$ cat src/dpc_defs.vh
// Purpose: Constants for the debug port control and status register set.
// Assumes: Registers are reached only through the link instruction port.
// Notes:   All offsets, fields, reset values and counts live here.
// Behaviour
// - Link faults load signature 1, 2 or 4
// - Time-out 3, bus error 6, contention 7
// - Inter-byte delay adds two idle bits
// - Parity ignore skips received parity checks
// - Time-out after 65536 port cycles unless disabled
// - Response suppress blocks all response signatures
// - Guard time 128 halving to 2 cycles
// - Neg-ack suppress on reset during transfers
// - Contention detection off while bit set
// - Port disable resets configuration and keys
// - User row key flag set; write resets session
// - Programming key cleared when programming enabled
// - Erase key cleared by erase reset request
// - Code 0x59 holds reset, 0x00 releases
// - Clock select 1/2/3 gives 16/8/4 MHz
// - User row done writable only with key
// - Clock request held while bit set
// - Reset active status clears on read
// - In-sleep status follows system sleep
// - Programming and user row enable status bits
// - Lock status reads one while locked
// - CRC status one-hot busy/ok/fail
// - Registers reachable only through link instructions
`ifndef DPC_DEFS_VH
`define DPC_DEFS_VH
////////////////////////////////////////////////////////////////////////////////
// Register offsets
`define DPC_OFS_ERR      4'h1
`define DPC_OFS_LINK_CONTROL_A    4'h2
`define DPC_OFS_LINK_CONTROL_B    4'h3
`define DPC_OFS_KEY      4'h7
`define DPC_OFS_SYSTEM_RESET_CODE   4'h8
`define DPC_OFS_CLKSEL   4'h9
`define DPC_OFS_SYSCTL   4'ha
`define DPC_OFS_SYSSTAT  4'hb
`define DPC_OFS_CRC      4'hc
////////////////////////////////////////////////////////////////////////////////
// Field positions
`define DPC_A_INTER_BYTE_DELAY_EN      7
`define DPC_A_PARIGN     5
`define DPC_A_TODIS      4
`define DPC_A_RSPSUP     3
`define DPC_B_NACKSUP    4
`define DPC_B_CCOFF      3
`define DPC_B_PORTDIS    2
`define DPC_K_UROW       5
`define DPC_K_PROG       4
`define DPC_K_ERASE      3
`define DPC_S_RSTACT     5
`define DPC_S_SLEEP      4
`define DPC_S_PROG       3
`define DPC_S_UROW       2
`define DPC_S_LOCK       0
`define DPC_C_USER_ROW_FINISHED   1
`define DPC_C_SYSTEM_CLOCK_REQUEST     0
////////////////////////////////////////////////////////////////////////////////
// Values
`define DPC_SIG_NONE     3'h0
`define DPC_SIG_PARITY   3'h1
`define DPC_SIG_FRAME    3'h2
`define DPC_SIG_TIMEOUT  3'h3
`define DPC_SIG_START    3'h4
`define DPC_SIG_BUS      3'h6
`define DPC_SIG_CONTEND  3'h7
`define DPC_RST_ASSERT   8'h59
`define DPC_RST_RELEASE  8'h00
`define DPC_CLKSEL_RST   2'h3
`define DPC_CLKSEL_16M   2'h1
`define DPC_CLKSEL_8M    2'h2
`define DPC_GT_RSVD      3'h7
`define DPC_CRC_OFF      3'h0
`define DPC_CRC_BUSY     3'h1
`define DPC_CRC_OK       3'h2
`define DPC_CRC_FAIL     3'h4
`define DPC_TIMEOUT_CYC  65536
`define DPC_GUARD_MAX    128
`define DPC_INTER_BYTE_DELAY_EN_BITS   2
`endif

$ cat src/dpc_ctrl_status.v
// Purpose: Control and status registers of a single-wire debug port.
// Assumes: Link layer supplies decoded register accesses and event pulses.
// Notes:   Port clock divider is reported as a select plus 16 MHz divide ratio.
`include "dpc_defs.vh"
module dpc_ctrl_status #(
   parameter TIMEOUT_CYCLES = `DPC_TIMEOUT_CYC
) (
   input  wire       core_clk,
   input  wire       sys_rst,
   // Link instruction register access (only path to registers)
   input  wire       reg_wr,
   input  wire       reg_rd,
   input  wire [3:0] reg_addr,
   input  wire [7:0] reg_wdata,
   output reg  [7:0] reg_rdata,
   // Link layer events, one-cycle pulses, plus the xfer_active level
   input  wire       ev_parity_err,
   input  wire       ev_frame_err,
   input  wire       ev_start_err,
   input  wire       ev_bus_err,
   input  wire       ev_contention,
   input  wire       acc_req,
   input  wire       acc_done,
   input  wire       key_urow_ok,
   input  wire       key_prog_ok,
   input  wire       key_erase_ok,
   input  wire       xfer_active,
   // System inputs from other domains
   input  wire       sys_in_reset,
   input  wire       sys_sleeping,
   input  wire       prog_enabled,
   input  wire       urow_enabled,
   input  wire       lock_bits_set,
   input  wire [2:0] crc_state,
   // Controls to link layer and system
   output reg        inter_byte_delay_en,
   output wire [1:0] idle_gap_bits,
   output reg        parity_check_en,
   output reg        response_allowed,
   output reg        neg_ack_allowed,
   output reg        contention_detect_en,
   output reg  [7:0] guard_cycles,
   output reg        phy_enable,
   output reg        system_reset_hold,
   output reg  [1:0] port_clock_divider,
   output reg  [2:0] port_clock_ratio,
   output reg        system_clock_request,
   output reg        user_row_commit,
   output reg        timeout_flag
);
   // Sign-off: no CPU path exists to these registers
   reg [7:0] ctrl_a;
   reg [2:0] ctrl_b;
   reg [2:0] error_signature;
   reg       user_row_key_flag;
   reg       mem_program_flag;
   reg       erase_key_flag;
   reg [7:0] system_reset_code;
   reg       system_reset_active;
   reg [16:0] to_count;
   reg       to_run;
   // Two-stage synchronisers for system inputs
   reg [7:0] sync1;
   reg [7:0] sync2;
   reg [2:0] crc1;
   reg [2:0] crc2;
   reg       prog_q;
   wire      in_reset_s  = sync2[0];
   wire      in_sleep_s  = sync2[1];
   wire      prog_en_s   = sync2[2];
   wire      urow_en_s   = sync2[3];
   wire      locked_s    = sync2[4];
   // Integer views of the timing counts, cut to width on purpose below
   localparam integer GUARD_MAX_I = `DPC_GUARD_MAX;
   localparam integer GAP_BITS_I  = `DPC_INTER_BYTE_DELAY_EN_BITS;
   wire      rd_err      = reg_rd && (reg_addr == `DPC_OFS_ERR);
   wire      rd_stat     = reg_rd && (reg_addr == `DPC_OFS_SYSSTAT);
   wire      port_off    = reg_wr && (reg_addr == `DPC_OFS_LINK_CONTROL_B) && reg_wdata[`DPC_B_PORTDIS];
   wire      rst_issue   = reg_wr && (reg_addr == `DPC_OFS_SYSTEM_RESET_CODE) && (reg_wdata == `DPC_RST_ASSERT);
   wire      port_rst    = sys_rst | port_off;

   assign idle_gap_bits = GAP_BITS_I[1:0];

   // Guard time decode: 128 >> code, reserved code keeps the longest wait
   function [7:0] dpc_guard;
      input [2:0] code;
      begin
         if (code == `DPC_GT_RSVD) begin
            dpc_guard = GUARD_MAX_I[7:0];
         end else begin
            dpc_guard = 8'h80 >> code;
         end
      end
   endfunction

   ////////////////////////////////////////////////////////////////////////////
   // Synchronisers; first stage feeds only the second
   always @(posedge core_clk) begin
      if (sys_rst) begin
         sync1 <= 8'h00;
         sync2 <= 8'h10;
         crc1  <= 3'h0;
         crc2  <= 3'h0;
      end else begin
         sync1 <= {3'h0, lock_bits_set, urow_enabled, prog_enabled, sys_sleeping, sys_in_reset};
         sync2 <= sync1;
         crc1  <= crc_state;
         crc2  <= crc1;
      end
   end

   ////////////////////////////////////////////////////////////////////////////
   // Link configuration; a system reset returns it all to reset values, port disable likewise except that phy_enable and system_clock_request go low
   always @(posedge core_clk) begin
      if (port_rst) begin
         ctrl_a               <= 8'h00;
         ctrl_b               <= 3'h0;
         port_clock_divider   <= `DPC_CLKSEL_RST;
         // Port disable drops the request; a plain reset enables it
         system_clock_request <= ~port_off;
         system_reset_code    <= `DPC_RST_RELEASE;
         phy_enable           <= ~port_off;
      end else if (reg_wr) begin
         phy_enable <= 1'b1;
         case (reg_addr)
            `DPC_OFS_LINK_CONTROL_A: begin
               ctrl_a <= reg_wdata & 8'hbf;
            end
            `DPC_OFS_LINK_CONTROL_B: begin
               ctrl_b <= reg_wdata[4:2];
            end
            `DPC_OFS_SYSTEM_RESET_CODE: begin
               system_reset_code <= reg_wdata;
            end
            `DPC_OFS_CLKSEL: begin
               port_clock_divider <= reg_wdata[1:0];
            end
            `DPC_OFS_SYSCTL: begin
               system_clock_request <= reg_wdata[`DPC_C_SYSTEM_CLOCK_REQUEST];
            end
            default: begin
               ctrl_b <= ctrl_b;
            end
         endcase
      end
   end

   ////////////////////////////////////////////////////////////////////////////
   // Decoded control outputs
   always @(posedge core_clk) begin
      if (port_rst) begin
         inter_byte_delay_en  <= 1'b0;
         parity_check_en      <= 1'b1;
         response_allowed     <= 1'b1;
         neg_ack_allowed      <= 1'b1;
         contention_detect_en <= 1'b1;
         guard_cycles         <= GUARD_MAX_I[7:0];
         system_reset_hold    <= 1'b0;
         port_clock_ratio     <= 3'h4;
      end else begin
         inter_byte_delay_en  <= ctrl_a[`DPC_A_INTER_BYTE_DELAY_EN];
         parity_check_en      <= ~ctrl_a[`DPC_A_PARIGN];
         response_allowed     <= ~ctrl_a[`DPC_A_RSPSUP];
         // Neg-ack only dropped for reset during a transfer
         neg_ack_allowed      <= ~(ctrl_b[2] && xfer_active && in_reset_s);
         contention_detect_en <= ~ctrl_b[1];
         guard_cycles         <= dpc_guard(ctrl_a[2:0]);
         // Hold only on 0x59; 0x00 or reserved values release
         system_reset_hold    <= (system_reset_code == `DPC_RST_ASSERT);
         // Divide ratio from a 16 MHz source; reserved 0 keeps 4 MHz
         case (port_clock_divider)
            `DPC_CLKSEL_16M: port_clock_ratio <= 3'h1;
            `DPC_CLKSEL_8M:  port_clock_ratio <= 3'h2;
            default:         port_clock_ratio <= 3'h4;
         endcase
      end
   end

   ////////////////////////////////////////////////////////////////////////////
   // Access layer time-out counter
   always @(posedge core_clk) begin
      if (port_rst) begin
         to_run       <= 1'b0;
         to_count     <= 17'h00000;
         timeout_flag <= 1'b0;
      end else begin
         timeout_flag <= 1'b0;
         if (acc_done || ctrl_a[`DPC_A_TODIS]) begin
            to_run   <= 1'b0;
            to_count <= 17'h00000;
         end else if (acc_req) begin
            to_run   <= 1'b1;
            to_count <= 17'h00000;
         end else if (to_run) begin
            if (to_count == TIMEOUT_CYCLES[16:0] - 17'h00001) begin
               timeout_flag <= 1'b1;
               to_run       <= 1'b0;
            end
            to_count <= to_count + 17'h00001;
         end
      end
   end

   ////////////////////////////////////////////////////////////////////////////
   // Error signature: new fault wins over the clearing read
   always @(posedge core_clk) begin
      if (port_rst) begin
         error_signature <= `DPC_SIG_NONE;
      end else if (ev_contention && ~ctrl_b[1]) begin
         error_signature <= `DPC_SIG_CONTEND;
      end else if (ev_bus_err) begin
         error_signature <= `DPC_SIG_BUS;
      end else if (timeout_flag) begin
         error_signature <= `DPC_SIG_TIMEOUT;
      end else if (ev_start_err) begin
         error_signature <= `DPC_SIG_START;
      end else if (ev_frame_err) begin
         error_signature <= `DPC_SIG_FRAME;
      end else if (ev_parity_err && ~ctrl_a[`DPC_A_PARIGN]) begin
         error_signature <= `DPC_SIG_PARITY;
      end else if (rd_err) begin
         error_signature <= `DPC_SIG_NONE;
      end
   end

   ////////////////////////////////////////////////////////////////////////////
   // Key flags and user row commit
   always @(posedge core_clk) begin
      if (port_rst) begin
         user_row_key_flag <= 1'b0;
         mem_program_flag  <= 1'b0;
         erase_key_flag    <= 1'b0;
         user_row_commit   <= 1'b0;
         prog_q            <= 1'b0;
      end else begin
         prog_q          <= prog_en_s;
         user_row_commit <= reg_wr && (reg_addr == `DPC_OFS_SYSCTL) && reg_wdata[`DPC_C_USER_ROW_FINISHED]
                            && user_row_key_flag;
         if (key_urow_ok) begin
            user_row_key_flag <= 1'b1;
         end else if (reg_wr && (reg_addr == `DPC_OFS_KEY) && reg_wdata[`DPC_K_UROW]) begin
            user_row_key_flag <= 1'b0;
         end
         if (key_prog_ok) begin
            mem_program_flag <= 1'b1;
         end else if (prog_en_s && ~prog_q) begin
            mem_program_flag <= 1'b0;
         end
         if (key_erase_ok) begin
            erase_key_flag <= 1'b1;
         end else if (rst_issue) begin
            erase_key_flag <= 1'b0;
         end
      end
   end

   ////////////////////////////////////////////////////////////////////////////
   // Reset active: sticky while in reset, clear on read unless still in reset
   always @(posedge core_clk) begin
      if (port_rst) begin
         system_reset_active <= 1'b0;
      end else if (in_reset_s || system_reset_hold) begin
         system_reset_active <= 1'b1;
      end else if (rd_stat) begin
         system_reset_active <= 1'b0;
      end
   end

   ////////////////////////////////////////////////////////////////////////////
   // Read data register
   always @(posedge core_clk) begin
      if (sys_rst) begin
         reg_rdata <= 8'h00;
      end else if (reg_rd) begin
         case (reg_addr)
            `DPC_OFS_ERR:    reg_rdata <= {5'h00, error_signature};
            `DPC_OFS_LINK_CONTROL_A:  reg_rdata <= ctrl_a;
            `DPC_OFS_LINK_CONTROL_B:  reg_rdata <= {3'h0, ctrl_b, 2'h0};
            `DPC_OFS_KEY:    reg_rdata <= {2'h0, user_row_key_flag, mem_program_flag, erase_key_flag, 3'h0};
            `DPC_OFS_SYSTEM_RESET_CODE: reg_rdata <= system_reset_code;
            `DPC_OFS_CLKSEL: reg_rdata <= {6'h00, port_clock_divider};
            `DPC_OFS_SYSCTL: reg_rdata <= {7'h00, system_clock_request};
            `DPC_OFS_SYSSTAT: begin
               reg_rdata <= {2'h0, system_reset_active, in_sleep_s, prog_en_s, urow_en_s,
                             1'b0, locked_s};
            end
            `DPC_OFS_CRC:    reg_rdata <= {5'h00, crc2};
            default:         reg_rdata <= 8'h00;
         endcase
      end
   end
endmodule

$ cat config.mk
export PLATFORM = sky130hd
export DESIGN_NAME = dpc_ctrl_status
export DESIGN_NICKNAME = d
export VERILOG_FILES = /design/src/dpc_ctrl_status.v
export VERILOG_INCLUDE_DIRS = /design/src
export SDC_FILE = /design/constraint.sdc
export NUM_CORES = 1
export LEC_CHECK = 0
export BUFFER_PORTS_ARGS = -buffer_cell sky130_fd_sc_hd__buf_4
export CORE_MARGIN = 4
export CORE_UTILIZATION = 40
export DETAILED_ROUTE_END_ITERATION = 12
export GPL_TIMING_DRIVEN = 0
export RECOVER_POWER = 50
export SKIP_CTS_REPAIR_TIMING = 1
export SYNTH_ARGS = -nofsm -noshare
export SYNTH_HDL_FRONTEND = slang
export SYNTH_SLANG_ARGS = --single-unit
export TNS_END_PERCENT = 100
$ cat constraint.sdc
create_clock -name core_clk -period 3.8 [get_ports core_clk]
set_clock_uncertainty 0.2 [all_clocks]
set_input_delay 0.76 -clock core_clk [delete_from_list [all_inputs] [get_ports core_clk]]
set_output_delay 0.76 -clock core_clk [all_outputs]
set_load 0.01 [all_outputs]
==> impl_results.md <==
- CP endpoint kind: flop
- HPWL Detailed: 6.837 mm
- GRT overflow: 0
- CTS Sinks: 91
- Initial antenna violation count: 0
- Design Power: 0.001836 W
- Fin util: 49.58%
- Largest cells by area after synthesis: dfxtp_1, mux2i_1, nor2_1
- DR WL/cell: 15.83 um
- Die area: 10900 um2
- Share of cells above drive strength 1: 12.90%
- Max-slew violations: 0
- Most frequent cells in the layout: dfxtp_1, nor2_1, clkbuf_1
- Min-Delay Path Class: reg -> reg
- Mean area per synthesized cell: 9.432 um2
- Total GRT Usage: 17.08%
- Most common cell after layout, fill and taps aside: dfxtp_1
- Setup TNS: 0 ns
- Routed wire length: 9.200 mm
- Worst Reg-to-Reg Cells: 7
- Post-synthesis cell type count: 60
- Crit path launch type: primary input
- Synthesized cell area: 3716 um2
- Layout area overhead: 18.62%
- Max Cap Viol: 0
- Vias post-DR: 3065
- Endpoints failing hold: 0
- Slew HR: 47.92%
- Endpoint, Worst Hold: response_allowed$_SDFF_PP1_
- Worst-path maximum fanout: 10
- Synth area leader: dfxtp_1
- I/O pin count: 68
- Post-synth EDFFs: 2
- Synth top area share: 47.95%
- Outcome: completed
- PortBufs: 62
- CTS clk-pin slew, worst paths: 0.10 ns
- Final setup violation count: 0
- Peak supply drop: 0.2241 mV
- First-pass GRT wire length: 14.97 mm
- RePlAce Congestion: 0.8775
- Vias in the first global route: 2941
- Hold Startpoint: ctrl_a[3]$_SDFFE_PP0P_
- Row cnt: 34
- Final period util: 73.31%
- Worst Hold Depth: 1
- DR pass1 iterations: 4
- RSZ-0062 raised after global routing: false
- Fmax: 359.0 MHz
- Residual DRC: 0
- Core Region: 8891 um2
- Sequential-to-total area share from yosys stat: 49.56%
- Power density cells: 416.6 nW/um2
- Worst-Skew Late Latency: 0.36 ns
- FF+latch count, synth: 91
- Pre-CTS setup slack: 0.7309 ns
- TritonCTS clock tree: done
- Post-Syn Instances: 394
- Post-route ant nets: 0
- Largest net degree at the start of global routing: 17
- Reg-to-reg endpoint: to_run$_SDFF_PP0_
- Slew @ Worst Pin: 0.7710 ns
- Max clock buf depth: 2
- Share of flip-flops with an asynchronous set or reset: 0%
- Reg2Reg Setup Slack: 1.68 ns
- Main synth FF type: dfxtp_1
- Yosys synthesis warning count: 0
- Setup slack after layout: 1.014 ns
- DR vias/cell: 5.275
- Root Driver: clkbuf_8
- Post-route minimum period: 2.786 ns
- Worst R2R Start: to_count[10]$_SDFFE_PP0P_
- CTS Buf Count: 9
- CP arrival: 2.67 ns
- Filler Cell Count: 885
- CP Class: in -> reg
- Pleak: 1.638 nW
- Ant. Diodes: 0
- H-tree depth: 3
- Initial Util: 41.80%
- Detailed Route Iter0 Violations: 139
- Chip Width: 104.4 um
- Vert. Die Dim: 104.4 um
- Post-Place Cell Area: 4320 um2
- Nets@finish: 507
- Final instance area: 4408 um2
- Worst path required time: 3.69 ns
==> worst max path at each step <==
stage | from | to | slack, ns | cells past startpoint
2_1_floorplan | reg_addr[0] | to_count[12]$_SDFFE_PP0P_ | 1.29 | 9
3_3_place_gp | reg_addr[1] | system_clock_request$_DFFE_PP_ | 0.74 | 6
3_5_place_dp | reg_addr[1] | system_clock_request$_DFFE_PP_ | 0.73 | 6
4_1_cts | reg_addr[1] | system_clock_request$_DFFE_PP_ | 1.13 | 6
5_1_grt | reg_addr[2] | system_clock_request$_DFFE_PP_ | 0.90 | 5
6_report | reg_addr[2] | system_clock_request$_DFFE_PP_ | 1.01 | 5
==> registers in the layout, summed over array words and instances, names as in the netlist, 2 cells and up <==
register	cells
to_count	17
guard_cycles	8
reg_rdata	8
system_reset_code	8
ctrl_a	7
sync1	5
sync2	5
crc1	3
crc2	3
ctrl_b	3
error_signature	3
port_clock_ratio	3
port_clock_divider	2
==> synth_stat cells, types with 3 or more instances <==
cell / number
xnor2_1: 10
mux2i_1: 22
nor2b_1: 25
clkbuf_1: 11
or2_2: 3
inv_1: 16
nand4_1: 9
nor2_1: 46
buf_1: 3
nor4_1: 7
a21oi_1: 11
nand3_1: 15
nor4bb_1: 3
nand2_1: 24
dfxtp_1: 89
buf_6: 5
a22o_1: 7
o21ai_0: 8
o31ai_1: 3
a211oi_1: 3
or3_1: 4
and2_1: 3
nor3b_1: 3
a22oi_1: 3
ha_1: 4
nor3_1: 10
==> logic make-up (layout without fill, tap and decap cells) <==
group	Yosys count	in the layout	synth area share, %
and+or+nand+nor	166	166	23.40
DFF	91	91	49.56
AOI/OAI and AO/OA	56	56	10.91
buffers and inverters	39	117	5.219
muxes	24	24	6.532
xor gates and xnor gates	12	12	2.828
adders and majority gates	4	4	1.347
other	2	3	0.2021
==> cell type report <==
class / instances / area (um2) / area share (%)
sequential: 91 / 1842 / 41.78
multi-input combinational: 265 / 1684 / 38.21
timing repair buffer: 62 / 341.6 / 7.749
clock buffer: 10 / 148.9 / 3.378
tap: 108 / 135.1 / 3.066
buffer: 23 / 126.4 / 2.867
clock inverter: 6 / 70.07 / 1.590
inverter: 16 / 60.06 / 1.362
==> worst max-delay path, stage by stage <==
cell	delay, ns
clkbuf_1	0.24
nor2_1	0.21
a41oi_1	0.69
clkbuf_1	0.54
o21ai_0	0.22
==> stage by stage <==
stage                     std cells  hold slack (ns)
after floorplan                 395           0.1700
after global placement          565           0.1918
after detailed placement        565           0.1985
after CTS                       581           0.2180
after global routing            581           0.2325
final                           581           0.2190
==> power by group <==
part           leakage [nW]  switching (W)  internal (W)
registers             0.743      0.0000100      0.000978
logic                 0.795      0.0000826     0.0000616
clock network         0.100       0.000357      0.000347
total                  1.64       0.000450       0.00139
==> metal layers <==
metal	GRT usage (%)	vias to the layer above	part of all wire, %	wire length, um
met4	7.123	0	1.7	152
met3	3.538	15	5.4	496
met1	23.39	1429	49	4496
li1	-	1525	-	-
met5	0	-	0	0
met2	26.11	96	44	4054
No activity file was read; power rests on OpenSTA's default activity.
